===== src/hdl/sync_serial_port_pkg.sv =====
// Shared constants and carrier types of the synchronous serial port.
// Assumes a single system clock; control inputs come from logic on that clock.
`default_nettype none

package sync_serial_port_pkg;

    // ==========================================================
    // Sizes and timing
    localparam int MAX_WIDTH  = 16;
    localparam int BAUD_WIDTH = 16;
    localparam int NUM_CS     = 4;
    localparam int CNT_WIDTH  = 5;
    localparam int PER_WIDTH  = 19;
    localparam int PRESCALE   = 2;
    localparam int PHASE_AFTER = 2;

    // ==========================================================
    // Error flag positions
    localparam int ERR_COUNT = 4;
    localparam int ERR_RX    = 0;
    localparam int ERR_PHASE = 1;
    localparam int ERR_BAUD  = 2;
    localparam int ERR_TX    = 3;

    // ==========================================================
    // Reset values
    localparam logic [BAUD_WIDTH-1:0] BAUD_RESET = 16'h0000;
    localparam logic [NUM_CS-1:0]     CS_IDLE    = 4'hF;

    // ==========================================================
    // Carrier types
    typedef struct packed {
        logic                  port_enable_bit;
        logic                  master_select_bit;
        logic                  auto_reset_enable;
        logic [ERR_COUNT-1:0]  err_enable;
        logic [NUM_CS-1:0]     cs_enable_register;
        logic [BAUD_WIDTH-1:0] baud_reload_field;
    } ctrl_type;

    typedef struct packed {
        logic              clk_o;
        logic              clk_oe;
        logic              mosi_o;
        logic              mosi_oe;
        logic              miso_o;
        logic              miso_oe;
        logic [NUM_CS-1:0] chip_select_n;
    } pins_type;

    typedef struct packed {
        logic [ERR_COUNT-1:0]  err_flags;
        logic                  error_irq_request;
        logic                  tx_empty;
        logic                  rx_full;
        logic [MAX_WIDTH-1:0]  receive_buffer;
        logic [BAUD_WIDTH-1:0] baud_value;
    } status_type;

    typedef enum logic [3:0] {
        M_IDLE  = 4'h1,
        M_LEAD  = 4'h2,
        M_SHIFT = 4'h4,
        M_TRAIL = 4'h8
    } mstate_type;

endpackage

`default_nettype wire


===== src/hdl/sync_serial_port.sv =====
// Synchronous serial port: master/slave shifter, chip selects, baud timer, error checks.
// Assumes serial pins are asynchronous; control/data ports are on the system clock.
// How it works
// - chip selects lead by one bit, trail by half bit
// - enable bit at 0 selects that chip select
// - transmitter also captures its own line input
// - empty flag; reload shifts on without gap
// - pin directions follow master select bit
// - dedicated 16-bit baud timer with reload
// - timer counts at clock/2 while enabled
// - read live count enabled, reload disabled
// - bit rate is clock/(2*(reload+1))
// - rx/phase always; tx/baud errors slave only
// - error sets flag, enabled one requests irq
// - flags sticky until cleared; request self-clears
// - overrun sets flag and overwrites buffer
// - phase error on change near latching edge
// - slave clock beyond double/half flags baud
// - baud error with auto reset reinitialises
// - slave unwritten buffer flags tx error
// - slave drives first bit on buffer load
`default_nettype none

module sync_serial_port #(
    parameter int unsigned DW = 16
) (
    input  wire logic                                   clock,
    input  wire logic                                   nrst,
    input  wire sync_serial_port_pkg::ctrl_type         ctrl,
    input  wire logic                                   tx_write,
    input  wire logic [sync_serial_port_pkg::MAX_WIDTH-1:0] tx_data,
    input  wire logic                                   rx_read,
    input  wire logic [sync_serial_port_pkg::ERR_COUNT-1:0] err_clear,
    input  wire logic                                   sclk_in,
    input  wire logic                                   mosi_in,
    input  wire logic                                   miso_in,
    output var  sync_serial_port_pkg::pins_type         pins,
    output var  sync_serial_port_pkg::status_type       status
);
    import sync_serial_port_pkg::*;

    typedef struct packed {
        mstate_type             st;
        logic [DW-1:0]          shift;
        logic [CNT_WIDTH-1:0]   bitcnt;
        logic [MAX_WIDTH-1:0]   tx_buf;
        logic                   tx_full;
        logic                   tx_fresh;
        logic [BAUD_WIDTH-1:0]  reload;
        logic [BAUD_WIDTH-1:0]  timer;
        logic                   pre;
        logic                   active;
        logic [2:0]             clk_sync;
        logic [2:0]             mosi_sync;
        logic [2:0]             miso_sync;
        logic                   chg_prev;
        logic [1:0]             after_cnt;
        logic [PER_WIDTH-1:0]   period;
        logic                   in_frame;
        pins_type               pins;
        status_type             status;
    } state_type;

    localparam logic [CNT_WIDTH-1:0] LAST_BIT = CNT_WIDTH'(DW);

    state_type q;
    state_type d;

    // ==========================================================
    // Helpers
    function automatic logic [DW-1:0] shift_in(input logic [DW-1:0] s, input logic b);
        shift_in = {s[DW-2:0], b};
    endfunction

    // ==========================================================
    // Next state
    logic                   half_evt;
    logic                   latch_evt;
    logic                   frame_done;
    logic                   rise;
    logic                   fall;
    logic                   din;
    logic                   chg;
    logic [ERR_COUNT-1:0]   err_set;
    logic [BAUD_WIDTH:0]    sum;
    logic [BAUD_WIDTH-1:0]  mid;
    logic [PER_WIDTH-1:0]   lo_lim;
    logic [PER_WIDTH-1:0]   hi_lim;
    logic                   master;

    always_comb begin
        d          = q;
        half_evt   = 1'b0;
        latch_evt  = 1'b0;
        frame_done = 1'b0;
        err_set    = '0;
        master     = ctrl.master_select_bit;

        d.clk_sync  = {q.clk_sync[1:0], sclk_in};
        d.mosi_sync = {q.mosi_sync[1:0], mosi_in};
        d.miso_sync = {q.miso_sync[1:0], miso_in};
        rise = q.clk_sync[1] & ~q.clk_sync[2];
        fall = ~q.clk_sync[1] & q.clk_sync[2];
        din  = master ? q.miso_sync[1] : q.mosi_sync[1];
        chg  = master ? (q.miso_sync[1] ^ q.miso_sync[2]) : (q.mosi_sync[1] ^ q.mosi_sync[2]);
        d.chg_prev = chg;

        sum    = {1'b0, q.reload} + 17'h00001;
        mid    = sum[BAUD_WIDTH:1];
        lo_lim = PER_WIDTH'(sum);
        hi_lim = PER_WIDTH'({sum, 2'b00});

        if (!ctrl.port_enable_bit) begin
            d.reload   = ctrl.baud_reload_field;
            d.timer    = ctrl.baud_reload_field;
            d.pre      = 1'b0;
            d.st       = M_IDLE;
            d.bitcnt   = '0;
            d.active   = 1'b0;
            d.in_frame = 1'b0;
            d.period   = '0;
            d.after_cnt = 2'h0;
            d.pins.clk_o = 1'b0;
        end else begin
            // Baud timer, half-bit events at underflow and midpoint
            d.pre = ~q.pre;
            if (q.pre) begin
                if (q.timer == 16'h0000) begin
                    d.timer  = q.reload;
                    half_evt = 1'b1;
                end else begin
                    d.timer = q.timer - 16'h0001;
                    if (q.timer == mid) begin
                        half_evt = 1'b1;
                    end
                end
            end

            if (master) begin
                d.in_frame = 1'b0;
                d.period   = '0;
                case (q.st)
                    M_IDLE: begin
                        if (q.tx_full) begin
                            d.shift   = q.tx_buf[DW-1:0];
                            d.tx_full = 1'b0;
                            d.st      = M_LEAD;
                        end
                    end
                    M_LEAD: begin
                        // Select on one half-bit event, first bit exactly one half bit later
                        if (half_evt && !q.active) begin
                            d.active = 1'b1;
                        end else if (half_evt) begin
                            d.pins.mosi_o = q.shift[DW-1];
                            d.st          = M_SHIFT;
                        end
                    end
                    M_SHIFT: begin
                        if (half_evt && !q.pins.clk_o) begin
                            d.pins.clk_o = 1'b1;
                            d.shift      = shift_in(q.shift, din);
                            d.bitcnt     = q.bitcnt + 5'h01;
                            latch_evt    = 1'b1;
                        end else if (half_evt) begin
                            d.pins.clk_o = 1'b0;
                            if (q.bitcnt == LAST_BIT) begin
                                frame_done = 1'b1;
                                d.bitcnt   = '0;
                                if (q.tx_full) begin
                                    d.shift       = q.tx_buf[DW-1:0];
                                    d.pins.mosi_o = q.tx_buf[DW-1];
                                    d.tx_full     = 1'b0;
                                end else begin
                                    d.st = M_TRAIL;
                                end
                            end else begin
                                d.pins.mosi_o = q.shift[DW-1];
                            end
                        end
                    end
                    M_TRAIL: begin
                        if (half_evt) begin
                            d.active = 1'b0;
                            d.st     = M_IDLE;
                        end
                    end
                    default: begin
                        d.st = M_IDLE;
                    end
                endcase
            end else begin
                d.st     = M_IDLE;
                d.active = 1'b0;
                d.pins.clk_o = 1'b0;
                if (q.bitcnt == 5'h00 && q.tx_full && !rise) begin
                    d.shift       = q.tx_buf[DW-1:0];
                    d.pins.miso_o = q.tx_buf[DW-1];
                    d.tx_full     = 1'b0;
                end
                if (q.in_frame && q.period != {PER_WIDTH{1'b1}}) begin
                    d.period = q.period + 19'h00001;
                end
                if (rise) begin
                    latch_evt = 1'b1;
                    d.shift   = shift_in(q.shift, din);
                    d.bitcnt  = q.bitcnt + 5'h01;
                    d.period  = '0;
                    d.in_frame = 1'b1;
                    if (q.bitcnt == 5'h00) begin
                        err_set[ERR_TX] = ~q.tx_fresh;
                        d.tx_fresh      = 1'b0;
                    end else if (q.period < lo_lim) begin
                        err_set[ERR_BAUD] = 1'b1;
                    end
                    if (q.bitcnt == LAST_BIT - 5'h01) begin
                        frame_done = 1'b1;
                        d.bitcnt   = '0;
                        d.in_frame = 1'b0;
                        if (q.tx_full) begin
                            d.shift       = q.tx_buf[DW-1:0];
                            d.pins.miso_o = q.tx_buf[DW-1];
                            d.tx_full     = 1'b0;
                        end
                    end
                end else if (fall && q.bitcnt != 5'h00) begin
                    d.pins.miso_o = q.shift[DW-1];
                end else if (fall) begin
                    if (!(q.tx_full)) begin
                        d.pins.miso_o = q.shift[DW-1];
                    end
                end
                if (q.in_frame && q.period > hi_lim) begin
                    err_set[ERR_BAUD] = 1'b1;
                end
                if (err_set[ERR_BAUD]) begin
                    d.in_frame = 1'b0;
                    d.period   = '0;
                    if (ctrl.auto_reset_enable) begin
                        d.bitcnt = '0;
                        d.shift  = '0;
                        frame_done = 1'b0;
                    end
                end
            end

            // Data change one sample before to two samples after latching, three after for master
            if (latch_evt) begin
                err_set[ERR_PHASE] = chg | q.chg_prev;
                // Master latch leads its own clock pin by one cycle, the pin being registered
                d.after_cnt        = master ? 2'(PHASE_AFTER + 1) : 2'(PHASE_AFTER);
            end else if (q.after_cnt != 2'h0) begin
                d.after_cnt = q.after_cnt - 2'h1;
                if (chg) begin
                    err_set[ERR_PHASE] = 1'b1;
                end
            end
        end

        // Receive buffer with overrun
        if (rx_read) begin
            d.status.rx_full = 1'b0;
        end
        if (frame_done) begin
            // Master ends on the falling edge with all bits in; slave ends on the last latch
            d.status.receive_buffer = MAX_WIDTH'(master ? q.shift : shift_in(q.shift, din));
            err_set[ERR_RX]         = q.status.rx_full & ~rx_read;
            d.status.rx_full        = 1'b1;
        end

        // Transmit buffer write wins over a same-cycle load
        if (tx_write) begin
            d.tx_buf   = tx_data;
            d.tx_full  = 1'b1;
            d.tx_fresh = 1'b1;
        end

        if (master) begin
            err_set[ERR_TX]   = 1'b0;
            err_set[ERR_BAUD] = 1'b0;
        end
        d.status.err_flags         = (q.status.err_flags & ~err_clear) | err_set;
        d.status.error_irq_request = |(err_set & ctrl.err_enable);
        d.status.tx_empty          = ~d.tx_full;
        d.status.baud_value        = ctrl.port_enable_bit ? d.timer : d.reload;

        d.pins.clk_oe  = ctrl.port_enable_bit & master;
        d.pins.mosi_oe = ctrl.port_enable_bit & master;
        d.pins.miso_oe = ctrl.port_enable_bit & ~master;
        for (int i = 0; i < NUM_CS; i++) begin
            d.pins.chip_select_n[i] = ~(d.active & ~ctrl.cs_enable_register[i]);
        end
    end

    // ==========================================================
    // State register
    always_ff @(posedge clock or negedge nrst) begin
        if (!nrst) begin
            q                        <= '0;
            q.st                     <= M_IDLE;
            q.reload                 <= BAUD_RESET;
            q.timer                  <= BAUD_RESET;
            q.pins.chip_select_n     <= CS_IDLE;
            q.status.tx_empty        <= 1'b1;
        end else begin
            q <= d;
        end
    end

    assign pins   = q.pins;
    assign status = q.status;

endmodule

`default_nettype wire


===== config.mk =====
export PLATFORM = sky130hd
export DESIGN_NAME = sync_serial_port
export DESIGN_NICKNAME = d
export VERILOG_FILES = /design/src/hdl/sync_serial_port_pkg.sv /design/src/hdl/sync_serial_port.sv
export SDC_FILE = /design/constraint.sdc
export NUM_CORES = 1
export LEC_CHECK = 0
export BUFFER_PORTS_ARGS = -buffer_cell sky130_fd_sc_hd__buf_2
export CAP_MARGIN = 20
export CORE_MARGIN = 10
export CORE_UTILIZATION = 55
export CTS_BUF_LIST = sky130_fd_sc_hd__clkbuf_8
export DETAILED_ROUTE_END_ITERATION = 10
export GPL_TIMING_DRIVEN = 0
export PLACE_DENSITY = 0.79
export SLEW_MARGIN = 20
export SYNTH_ARGS = -nofsm -noshare
export SYNTH_HDL_FRONTEND = slang
export SYNTH_SLANG_ARGS = --single-unit
export TNS_END_PERCENT = 100

===== constraint.sdc =====
create_clock -name clock -period 3.85 [get_ports clock]
set_clock_uncertainty 0.15 [all_clocks]
set_input_delay 0.385 -clock clock [delete_from_list [all_inputs] [get_ports clock]]
set_output_delay 0.385 -clock clock [all_outputs]
set_load 0.02 [all_outputs]

Yosys cells after proc, flatten, opt, wreduce, memory -nomap -nowiden
Cells that the tools add are included. W data, S select, Z words.

Flip-flop bits (word level): 157. Bits of input ports: 54. Word-level logic and storage cells: 235. Output and inout bits: 49.

Reduce and logical (&&, ||, !) cells: 27. $lt $le $gt $ge: 2. Bitwise gates (word level): 31. Mux-type cells: 108. Add/subtract/negate cells: 5. Eq/ne operators: 33.

Operators with widths (count): $mux W16 (8); $mux W21 (6); $mux W25 (3); $mux W1 (62); $mux W20 (3); $ne A4 B4 Y1 const B (11); $pmux W16 S2 (1); $mux W4 (6); $mux W23 (1); $add A19 B1 Y19 const B (1); $gt A19 B19 Y1 (1); $lt A19 B17 Y1 (1); $mux W19 (1); $ne A19 B19 Y1 const B (1); $mux W18 (1); $add A16 B1 Y17 const B (1); $mux W17 (1); $eq A16 B16 Y1 (1); $logic_not A16 Y1 (1); $mux W2 (8); $pmux W4 S4 (1); $reduce_and A8 Y1 (2); $sub A16 B1 Y16 const B (1); $not A1 Y1 (15); 34 further kinds (68).

Depth between registers and ports, before layout
Gate-level depths: netlist of run 1.

Word-level depth: 16. Depth in mapped cells: 16. Mapped depth without buffers: 13.

Worst setup path after synthesis of run 1
No wires, ideal clock.

Kind: reg2reg. From: register q[99] (netlist bit). To: register status[24] (netlist name). Stages on the path, launching flop included: 16. Slack: -0.074 ns. Data required time: 3.575 ns. Buffers on the path: 2. Arrival: 3.649 ns. Setup time: 0.125 ns. Clock period less this slack: 3.924 ns. Cells stage by stage: dfrtp_1 -> ha_1 -> buf_2 -> nand3_1 -> nor4_2 -> xnor2_1 -> ha_1 -> and3_1 -> o21ai_0 -> a21boi_0 -> a21boi_0 -> o31a_1 -> o21ai_2 -> a32oi_4 -> buf_6 -> mux2_4.

Cells in the longest elaborated chain, start to end: 11. Elaborated cells on any way between the ends: 22. Classes of those cells: add/sub (1); order compare (2); eq/ne (1); mux (16); reduce/logical (2).

Ends and longest elaborated chain: start, declared (line sync_serial_port.sv:66) `state_type q;`; $add A16 B1 Y17 * (line sync_serial_port.sv:108) `sum = {1'b0, q.reload} + 17'h00001;`; $lt A19 B17 Y1 or $eq A16 B16 Y1 (tied branches) (line sync_serial_port.sv:213, sync_serial_port.sv:133); $mux W1 (on tied branches) (line sync_serial_port.sv:213, sync_serial_port.sv:133); $mux W1 (on tied branches) (line sync_serial_port.sv:210, sync_serial_port.sv:128); $mux W2 or $mux W1 (tied branches) (line sync_serial_port.sv:204, sync_serial_port.sv:127); $mux W1 (on tied branches) (line sync_serial_port.sv:233, sync_serial_port.sv:113); $mux W1 (tied with other cells) (line sync_serial_port.sv:139) `if (master) begin`; $mux W1 (on tied branches) (line sync_serial_port.sv:113, sync_serial_port.sv:160); $mux W1 (on tied branches) (line sync_serial_port.sv:236, sync_serial_port.sv:142); $mux W1 * (line sync_serial_port.sv:139); $mux W1 * (line sync_serial_port.sv:113) `if (!ctrl.port_enable_bit) begin`.

Mark *: on every way between the ends. The rest lies on a longest branch, timed or not. The select of a mux whose other input is x is not followed. A chain may end at the register's enable or synchronous reset.

Final worst setup path of run 1
From: register q[100] (netlist bit). To: register status[28] (netlist name).

Cells in the longest elaborated chain, start to end: 11. Elaborated cells on any way between the ends: 22. Classes of those cells: add/sub (1); order compare (2); eq/ne (1); mux (16); reduce/logical (2).

Ends and longest elaborated chain (line): $add A16 B1 Y17 * (sync_serial_port.sv:108); $lt A19 B17 Y1 or $eq A16 B16 Y1 (tied branches) (sync_serial_port.sv:213, sync_serial_port.sv:133); $mux W1 (on tied branches) (sync_serial_port.sv:213, sync_serial_port.sv:133); $mux W1 (on tied branches) (sync_serial_port.sv:210, sync_serial_port.sv:128); $mux W2 or $mux W1 (tied branches) (sync_serial_port.sv:204, sync_serial_port.sv:127); $mux W1 (on tied branches) (sync_serial_port.sv:233, sync_serial_port.sv:113); $mux W1 (tied with other cells) (sync_serial_port.sv:139); $mux W1 (on tied branches) (sync_serial_port.sv:113, sync_serial_port.sv:160); $mux W1 (on tied branches) (sync_serial_port.sv:236, sync_serial_port.sv:142); $mux W1 * (sync_serial_port.sv:139); $mux W1 * (sync_serial_port.sv:113).

Marked as above.

==> impl_results.md, run 1 <==
- Fin crit share: 100%
- Diodes inserted: 0
- Post-synth EDFFs: 0
- RSZ-0062 raised after global routing: yes
- Final Hold Viols: 0
- Yosys warns: 0
- Top post-synthesis cells by count: dfrtp_1, nor2_1, nand2_1
- Final WL: between 20 and 30 mm
- Drt initial violations: between 700 and 800
- CP Class: reg2reg
- Pwr dens: between 300 and 400 nW/um^2
- HP Start: ctrl[15]
- Area grow syn2layout: 23.6%
- Total CTS buffers: 17
- Sequential fraction of design power: about 45%
- Main flop type after synthesis: dfrtp_1
- Syn_nets: approximately 1,200
- Final TNS setup: -0.0553 ns
- DRT Pass-1 Iters: 5
- Die width: roughly 160 um
- Final net count: ~1,400
- Most used cell, CP: buf_12
- Drt drc: 0
- Remaining global-route overflow: 0
- Top cells by area, synth: dfrtp_1, mux2_2, buf_4, ha_1, nor2_1
- Net Sw Frac: between 30% and 40%
- Crit path capture type: register
- Hold EP: q[114]$_DFF_PN0_
- Core ar.: between 15,000 and 20,000 sq um
- Die H: 156 um
- Die Area: approximately 24,000 sq um
- Internal: between 0.002 and 0.003 W
- Std cell rows: between 40 and 50
- Status: finished, violations left
- Mapped Area: ~10,000 sq um
- Crit-path cells: ha_4, nand3_4, buf_4, or2_4, a2111oi_2, nand4_1, or4_4, o31ai_4, and3_4, a32oi_4, buf_12, buf_12, mux2_4
- WP data required: roughly 4.1 ns
- Layout filler cell count: ~1,400
- Clock share of power: a little under a third
- Pins Over Slew Limit: 0
- Most frequent cell after synthesis: dfrtp_1
- Vias in the first global route: roughly 9,100
- Starting density of the core: between 50 and 60%
- First-pass GRT wire length: approximately 46 mm
- Hold Path Depth: 3
- Critical path fanouts, max: 8
- Max Cap Violations: 0
- Clock transition at the registers of the reported paths: approximately 0.090 ns
- CTS Root Cell: clkbuf_8
- Synth area leader: dfrtp_1
- Slew headroom: ~29%
- Slowest stage delay, CP: 0.54 ns
- I/O pin count: a little over 100
- CP arrival: about 4 ns
- Max Clock Freq: approximately 0.26 GHz
- Synth Area per Inst: ~9.2 sq um
- Dpl cell area: ~11,000 sq um
- Antenna Nets Post-Route: 0
- Async S/R FF share, synth: 100%
- Post-synthesis sequential area ratio: 39.0%
- Slowest cell on the critical path: or4_4
- Reg-to-reg endpoint: status[28]$_DFFE_PN0P_
- Net Sw Power: approximately 0.0014 W
- Netlist cell types: 83
- Final worst slack: -0.0162 ns
- Setup-failing EPs final: 7
- Post-layout min period: 3.87 ns
- Post-synthesis register bit count: between 150 and 200
- Worst r2r src: q[100]$_DFF_PN0_
- DP Worst Slack: -0.758 ns
- Hold crit path type: in2reg
- WL/cell: 18.9 um
- WHS: 0.00932 ns
- Cells on worst reg2reg path: 13
- Critical path launch point type: register
- Final RePlAce weighted congestion: roughly 0.93
- Top cell type's share of synthesized area: a little under two fifths
- Clk_lat worst skew: between 0.4 and 0.5 ns
- Clock Path Buffers: 2
- Antenna violations before repair: 0
- Number of H-tree levels: 4
- Dpl hpwl: between 15 and 20 mm
- Finished Cell Area: roughly 12,000 sq um
- Combinational Power Share: between 20% and 30%
- Via count: 9,250
- Layout cells sized above 1: slightly above 30%
- Worst-margin pin slew: about 1.0 ns
- Worst R2R Setup Slack: -0.02 ns
- GR Util All Layers: 23.3%
- Peak VDD IR: around 0.00035 V
- Clk sinks: roughly 160
- Port Buffers: slightly above 100
- Gate Count Post-Synth: 1,100
- Vias/cell: ~6
- Lkg Pwr: about 5.5 nW
- Failing checks: negative setup slack
- Maximum number of pins on one net before global-route repair: 97
- TritonCTS clock tree: done
==> cell type report <==
cell class	count	area (sq um)	area share (%)
well taps	229	287	2.30
plain buffers	113	731	5.86
repair buffers	183	1290	10.4
multi-input cells	790	5700	45.6
clock buffers	17	234	1.87
clock inverters	15	161	1.29
inverters	37	139	1.11
flip-flops and latches	157	3940	31.6
==> critical path: cells and delay by family, from the launching register on <==
kind / cells / cell delay (ns)
simple gates: 5 / 1.37
compound gates: 3 / 0.74
buf+inv: 3 / 0.50
flops: 1 / 0.46
mux: 1 / 0.29
fa+ha+maj: 1 / 0.22
==> through the flow <==
step           cells  total power (W)  utilization, %
2_1_floorplan   1100          0.00259               -
3_3_place_gp    1430          0.00285            60.6
3_5_place_dp    1431          0.00288            60.8
4_1_cts         1518          0.00424            67.2
5_1_grt         1541          0.00451            69.2
6_report        1541          0.00431            69.2
==> kinds of logic after synthesis <==
logic type | count (synthesis) | share of synthesized area, %
AO/OA/AOI/OAI | 261 | 17.1
XOR/XNOR | 58 | 5.17
adder cells (fa/ha/maj) | 32 | 3.93
buffers and inverters | 154 | 7.94
flip-flops | 157 | 39.0
multiplexers | 80 | 9.06
AND/OR/NAND/NOR | 358 | 17.9
==> what timing repair did <==
action                                  in CTS  in global routing
endpoints found under the setup margin      71                 75
cloned                                       1                  1
setup buffers                               29                 22
pin swaps                                   31                 23
resized for setup                           65                 39
endpoints found under the hold margin       84                  1
hold buffers                                28                  1
==> worst max path at each step <==
stage,cells past startpoint,from,slack [ns],end
2_1_floorplan,15,q[99]$_DFF_PN0_,0.05,status[24]$_DFFE_PN0P_
3_3_place_gp,15,q[100]$_DFF_PN0_,-0.66,status[30]$_DFFE_PN0P_
3_5_place_dp,14,q[100]$_DFF_PN0_,-0.76,status[28]$_DFFE_PN0P_
4_1_cts,13,q[100]$_DFF_PN0_,-0.07,status[28]$_DFFE_PN0P_
5_1_grt,13,q[100]$_DFF_PN0_,-0.09,status[30]$_DFFE_PN0P_
6_report,13,q[100]$_DFF_PN0_,-0.02,status[28]$_DFFE_PN0P_
==> layer usage <==
layer | wire length, um | vias to the layer above | track usage (%)
met5 | 0 | - | 0
li1 | - | 4318 | -
met2 | 15300 | 379 | 41.2
met3 | 1800 | 52 | 5.32
met4 | 675 | 0 | 7.17
met1 | 11400 | 4501 | 27.5
==> cell usage in the layout (no fill, tap or decap), types with 10 or more instances in the layout <==
cell / netlist / final
buf_2: 13 / 103
mux2_2: 63 / 63
nor2_1: 98 / 97
and3_1: 15 / 11
xnor2_1: 34 / 29
a31oi_1: 14 / 12
buf_4: 51 / 94
nand2b_1: 14 / 14
dlygate4sd3_1: 0 / 29
ha_1: 30 / 27
clkbuf_8: 0 / 17
o21ai_0: 55 / 51
o22ai_1: 25 / 24
dfrtp_1: 151 / 148
mux2i_1: 10 / 10
a22oi_1: 17 / 17
inv_1: 36 / 37
clkbuf_1: 44 / 36
xor2_1: 23 / 21
nor3_1: 34 / 30
nand4_1: 20 / 20
nand2_1: 96 / 94
nand3_1: 23 / 19
buf_6: 2 / 15
a21oi_1: 65 / 64
==> sequential cells by signal (all words and copies together), names as in the netlist, named ones only <==
| name | flops |
|---|---|
| d | 6 |
| q | 103 |
| status | 39 |
| pins | 8 |
==> power groups by stage <==
stage,clock (W),combinational (W),sequential (W)
floorplan,0,0.000688,0.00190
global placement,0,0.000917,0.00193
detailed placement,0,0.000939,0.00194
CTS,0.00130,0.00103,0.00191
global route,0.00137,0.00120,0.00194
finish,0.00129,0.00110,0.00192
Power figures use the tool's default switching activity.
==> run 2: changes to the inputs <==
--- a/config.mk
+++ b/config.mk
@@ -13,7 +13,9 @@
 export DETAILED_ROUTE_END_ITERATION = 10
 export GPL_TIMING_DRIVEN = 0
 export PLACE_DENSITY = 0.79
-export SLEW_MARGIN = 20
+export RECOVER_POWER = 25
+export SKIP_LAST_GASP = 1
+export SLEW_MARGIN = 0
 export SYNTH_ARGS = -nofsm -noshare
 export SYNTH_HDL_FRONTEND = slang
 export SYNTH_SLANG_ARGS = --single-unit
==> impl_results.md, run 2 (same netlist as run 1, synthesis figures left out) <==
- Remaining global-route overflow: 0 (unchanged)
- Critical path endpoint: status[28]$_DFFE_PN0P_
- Grt met1 use: 27.5% (unchanged)
- Diodes inserted: 0 (unchanged)
- Number of H-tree levels: 4 (unchanged)
- Antenna Nets Post-Route: 0 (unchanged)
- Biggest register: q
- Core ar.: 18,000 sq um (unchanged)
- Peak VDD IR: 0.000349 V (-0.34%)
- Die H: 156 um (unchanged)
- Worst r2r src: q[103]$_DFF_PN0_
- Die width: 156 um (unchanged)
- Worst setup path startpoint: q[103]$_DFF_PN0_
- Area grow syn2layout: 23.4%
- DRT Pass-1 Iters: 5 (unchanged)
- Cells on worst reg2reg path: 14 (+1)
- CP arrival: 4.08 ns (about the same)
- Total CTS buffers: 17 (unchanged)
- Final RePlAce weighted congestion: 0.934 (unchanged)
- Clock Path Buffers: 2 (unchanged)
- CTS Root Cell: clkbuf_8
- Antenna violations before repair: 0 (unchanged)
- Largest registers: q (103), status (39), pins (8)
- Drt initial violations: 783 (+0.26%)
- Hold crit path type: in2reg
- Dpl cell area: 10,900 sq um (about the same)
- Maximum number of pins on one net before global-route repair: 97 (unchanged)
- Finished Cell Area: 12,500 sq um (-0.13%)
- Std cell rows: 49 (unchanged)
- Worst R2R Setup Slack: -0.02 ns (about the same)
- Clk_lat worst skew: 0.48 ns (about the same)
- Slew headroom: -5.27% (-34 points)
- Fin crit share: 101% (+0.18 points)
- Final Hold Viols: 0 (unchanged)
- GR Util met2: 41.2% (unchanged)
- Via count: 9,247 (-0.032%)
- Max Cap Violations: 1 (+1)
- Post-layout min period: 3.87 ns (+0.00695 ns)
- Final net count: 1,383 (unchanged)
- Vias in the first global route: 9,077 (unchanged)
- Clock transition at the registers of the reported paths: 0.09 ns (about the same)
- Reg-to-reg endpoint: status[28]$_DFFE_PN0P_
- Worst-margin pin slew: 1.58 ns (+0.531 ns)
- Pins Over Slew Limit: 62 (+62)
- Starting density of the core: 56.0% (unchanged)
- Layer with the highest usage: met2
- Clk sinks: 157 (unchanged)
- First-pass GRT wire length: 46.4 mm (unchanged)
- Most common cell after layout, fill and taps aside: dfrtp_1
- Final WL: 29.2 mm (+0.11%)
- Critical path fanouts, max: 8 (unchanged)
- WL/cell: 18.9 um (+0.11%)
- Vias/cell: 6.00 (about the same)
- GR Util All Layers: 23.3% (unchanged)
- Critical path launch point type: register
- Final TNS setup: -0.102 ns (-0.0465 ns)
- Commonest cells after routing, fill and taps aside: dfrtp_1, buf_2, nor2_1, nand2_1, buf_4
- Crit path capture type: register
- Status: finished, violations left
- I/O pin count: 103 (unchanged)
- Setup-failing EPs final: 8 (+1)
- CP Class: reg2reg
- Max FFs per register: 103 (unchanged)
- RSZ-0062 raised after global routing: yes
- Dpl hpwl: 19.8 mm (about the same)
- Lkg Pwr: 5.52 nW (-0.13%)
- Die Area: 24,200 sq um (unchanged)
- TritonCTS clock tree: done
- Pwr dens: 346 nW/um^2 (+0.11%)
- Drt drc: 0 (unchanged)
- Layout cells sized above 1: 30.4% (-0.30 points)
- WP data required: 4.06 ns (about the same)
- Failing checks: max-capacitance violations, max-slew violations, negative setup slack
- Port Buffers: 101 (unchanged)
- Final worst slack: -0.0231 ns (-0.00695 ns)
- Global Route met3 Usage: 5.32% (unchanged)
- Max Clock Freq: 0.258 GHz (-0.18%)
[run 2: how the worst min path moves through the flow]
stage | cells after the start | to | from | slack (ns)
2_1_floorplan | 0 | async pin | nrst | -0.06
3_3_place_gp | 0 | d[77]$_DFF_PN0_ | d[76]$_DFF_PN0_ | 0.18
3_5_place_dp | 0 | d[80]$_DFF_PN0_ | d[79]$_DFF_PN0_ | 0.19
4_1_cts | 3 | q[86]$_DFF_PN0_ | ctrl[3] | 0.001
5_1_grt | 2 | q[108]$_DFF_PN0_ | ctrl[9] | 0.004
6_report | 3 | q[114]$_DFF_PN0_ | ctrl[15] | 0.009
[run 2: per-layer routing]
layer | vias up | routed length (um)
met1 | 4487 | 11400
met5 | - | 0
met4 | 0 | 673
li1 | 4316 | -
met2 | 384 | 15300
met3 | 60 | 1880
[run 2: metrics by stage]
stage | setup WS (ns) | total power, W | hold slack [ns] | instances | util (%)
4_1_cts | -0.0700 | 0.00424 | 0.00105 | 1518 | 67.1
2_1_floorplan | 0.0462 | 0.00259 | -0.0606 | 1100 | -
3_3_place_gp | -0.662 | 0.00285 | 0.182 | 1430 | 60.6
3_5_place_dp | -0.758 | 0.00288 | 0.186 | 1431 | 60.7
6_report | -0.0231 | 0.00431 | 0.00920 | 1541 | 69.1
5_1_grt | -0.0872 | 0.00450 | 0.00356 | 1541 | 69.1
[run 2: cell type report]
class	instances	area, sq um
Clock buffer	17	234
Timing Repair Buffer	183	1280
Tap cell	229	287
Multi-Input combinational cell	790	5690
Sequential cell	157	3940
Fill cell	1381	5560
Buffer	113	731
Clock inverter	15	161
Inverter	37	139
[run 2: where the power goes]
part	internal [W]	switching, W
registers	0.00178	0.000136
clock network	0.000590	0.000702
logic	0.000496	0.000602
[run 2: critical path, stage by stage, from the launching register on]
cell and delay [ns]:
dfrtp_1 0.36, buf_6 0.13, nand4_4 0.16, buf_8 0.19, buf_4 0.13, or2_4 0.25
a2111oi_2 0.31, nand4_1 0.19, or4_4 0.54, o31ai_4 0.38, and3_4 0.27, a32oi_4 0.06
buf_12 0.18, buf_12 0.14, mux2_4 0.29
[run 2: what timing repair did]
action                                  CTS  global route
endpoints found under the setup margin   71            75
hold endpoints to repair                 84             1
cloned                                    1             1
pin swaps                                31            23
buffers inserted                         29            22
gates resized for setup                  65            38
hold buffers                             28             1
==> run 3: changes to the inputs <==
--- a/config.mk
+++ b/config.mk
@@ -9,7 +9,7 @@
 export CAP_MARGIN = 20
 export CORE_MARGIN = 10
 export CORE_UTILIZATION = 55
-export CTS_BUF_LIST = sky130_fd_sc_hd__clkbuf_8
+export CTS_BUF_LIST = sky130_fd_sc_hd__clkbuf_2 sky130_fd_sc_hd__clkbuf_4 sky130_fd_sc_hd__clkbuf_8
 export DETAILED_ROUTE_END_ITERATION = 10
 export GPL_TIMING_DRIVEN = 0
 export PLACE_DENSITY = 0.79
==> impl_results.md, run 3 (same netlist as run 1, synthesis figures left out) <==
- Status: finished, violations left
- Failing checks: max-capacitance violations, max-slew violations, negative setup slack
- Finished Core Util: 69.2% (about the same)
- Die Area: 24,200 sq um (unchanged)
- Antenna Nets Post-Route: 0 (unchanged)
- Clock transition at the registers of the reported paths: 0.09 ns (about the same)
- Die H: 156 um (unchanged)
- Sequential fraction of design power: 44.4% (about the same)
- Maximum number of pins on one net before global-route repair: 97 (unchanged)
- Peak VDD IR: 0.000350 V (+0.17%)
- Worst R2R Setup Slack: -0.02 ns (about the same)
- Crit path capture type: register
- Number of H-tree levels: 4 (unchanged)
- First-pass GRT wire length: 46.4 mm (about the same)
- Remaining global-route overflow: 0 (unchanged)
- Critical path launch point type: register
- Clock share of power: 30.2% (+0.2 points)
- Core ar.: 18,000 sq um (unchanged)
- Drt drc: 0 (unchanged)
- Worst r2r src: q[103]$_DFF_PN0_
- Worst-margin pin slew: 1.59 ns (+0.00745 ns)
- Critical path fanouts, max: 8 (unchanged)
- RSZ-0062 raised after global routing: yes
- Via count: 9,297 (+0.54%)
- Drt initial violations: 784 (+0.13%)
- Hold EP: q[114]$_DFF_PN0_
- Clock Path Buffers: 2 (unchanged)
- CP arrival: 4.09 ns (about the same)
- Total CTS buffers: 17 (unchanged)
- Net Sw Frac: 33.4% (about the same)
- Antenna violations before repair: 0 (unchanged)
- Internal: 0.00288 W (+0.34%)
- Cells on worst reg2reg path: 14 (unchanged)
- Combinational Power Share: 25.4% (about the same)
- Finished Cell Area: 12,500 sq um (about the same)
- Inst Count DP: 1,431 (unchanged)
- Clk sinks: 157 (unchanged)
- I/O pin count: 103 (unchanged)
- Net Sw Power: 0.00144 W (+0.28%)
- DRT Pass-1 Iters: 5 (unchanged)
- Final RePlAce weighted congestion: 0.934 (unchanged)
- DP Worst Slack: -0.758 ns (unchanged)
- Dpl cell area: 10,900 sq um (unchanged)
- Most common cell after layout, fill and taps aside: dfrtp_1
- CTS Root Cell: clkbuf_8
- Clk_lat worst skew: 0.48 ns (about the same)
- Commonest cells after routing, fill and taps aside: dfrtp_1, buf_2, nor2_1, nand2_1, buf_4
- WL/cell: 19.0 um (+0.48%)
- Dpl hpwl: 19.8 mm (unchanged)
- Biggest register: q
- Layout cells sized above 1: 30.5% (+0.076 points)
- Final WL: 29.3 mm (+0.48%)
- Largest registers: q (103), status (39), pins (8)
- Max FFs per register: 103 (unchanged)
- Pins Over Slew Limit: 62 (unchanged)
- Die width: 156 um (unchanged)
- Starting density of the core: 56.0% (unchanged)
- WP data required: 4.06 ns (about the same)
- Reg-to-reg endpoint: status[28]$_DFFE_PN0P_
- Final Hold Viols: 0 (unchanged)
- Slew headroom: -5.77% (-0.50 points)
- Vias/cell: 6.03 (+0.54%)
- CP Class: reg2reg
- Multi-input logic area: 5690 sq um (unchanged)
- Area grow syn2layout: 23.5% (about the same)
- Pwr dens: 347 nW/um^2 (+0.29%)
- Lkg Pwr: 5.52 nW (about the same)
- Layout filler cell count: 1,382 (+0.072%)
- Final Non-Filler Cells: 1,541 (unchanged)
- Power Total: 0.00432 W (+0.32%)
- HP Start: ctrl[15]
- Hold Path Depth: 3 (unchanged)
- Final worst slack: -0.0248 ns (-0.00163 ns)
- Register area: 3940 sq um (unchanged)
- Hold crit path type: in2reg
- Final net count: 1,383 (unchanged)
- Std cell rows: 49 (unchanged)
- Post-layout min period: 3.87 ns (+0.00163 ns)
- Fin crit share: 101% (about the same)
- TritonCTS clock tree: done
- Max Clock Freq: 0.258 GHz (about the same)
- Diodes inserted: 0 (unchanged)
- Port Buffers: 101 (unchanged)
- Vias in the first global route: 9,078 (+0.011%)
- Max Cap Violations: 1 (unchanged)
- GR Util All Layers: 23.3% (about the same)
- Setup-failing EPs final: 8 (unchanged)
## run 3: cell count changes in the layout (fill, tap and decap cells not counted), sizes merged
cell,previous run,this run
clkbuf,63,64
inv,44,43
## run 3: how the worst max path moves through the flow
stage,startpoint,end,slack [ns],cells past startpoint
floorplan,q[99]$_DFF_PN0_,status[24]$_DFFE_PN0P_,0.05,15
global placement,q[100]$_DFF_PN0_,status[30]$_DFFE_PN0P_,-0.66,15
detailed placement,q[100]$_DFF_PN0_,status[28]$_DFFE_PN0P_,-0.76,14
CTS,q[100]$_DFF_PN0_,status[28]$_DFFE_PN0P_,-0.07,13
global route,q[100]$_DFF_PN0_,status[30]$_DFFE_PN0P_,-0.09,13
finish,q[103]$_DFF_PN0_,status[28]$_DFFE_PN0P_,-0.02,14
## run 3: repair_timing
item	4_1_cts	5_1_grt
setup buffers	29	22
setup endpoints to repair	71	75
hold buffers	28	1
endpoints found under the hold margin	84	1
resized for setup	65	38
gates cloned	1	1
pin swaps	31	23
## run 3: layer usage
layer	part of all wire, %	track usage [%]
met1	39	27.5
met2	52	41.2
met3	6.4	5.32
met4	2.4	7.17
met5	0	0
## run 3: power by group through the flow
| stage | logic (W) | clock network, W | registers [W] |
|---|---|---|---|
| final | 0.00110 | 0.00130 | 0.00192 |
| after global routing | 0.00120 | 0.00138 | 0.00194 |
| after CTS | 0.00103 | 0.00131 | 0.00191 |
| after detailed placement | 0.000939 | 0 | 0.00194 |
| after global placement | 0.000917 | 0 | 0.00193 |
| after floorplan | 0.000688 | 0 | 0.00190 |
## run 3: worst max-delay path, cell delays in order, from the launching register on
cell,delay (ns)
dfrtp_1,0.36
buf_6,0.14
nand4_4,0.16
buf_8,0.19
buf_4,0.13
or2_4,0.25
a2111oi_2,0.31
nand4_1,0.19
or4_4,0.54
o31ai_4,0.37
and3_4,0.27
a32oi_4,0.06
buf_12,0.18
buf_12,0.14
mux2_4,0.29
## run 3: cell type report
class	instances	area share (%)
timing repair buffer	183	10.3
multi-input combinational	790	45.7
sequential	157	31.6
inverter	37	1.11
clock buffer	18	1.94
clock inverter	14	1.26
buffer	113	5.86
tap	229	2.30
## run 3: per-stage QoR
stage	TNS (ns)	hold WS, ns
final	-0.106	0.00672
after global placement	-44.54	0.182
after floorplan	0	-0.0606
after CTS	-0.428	0.00105
after detailed placement	-30.67	0.186
after global routing	-1.20	0.00378
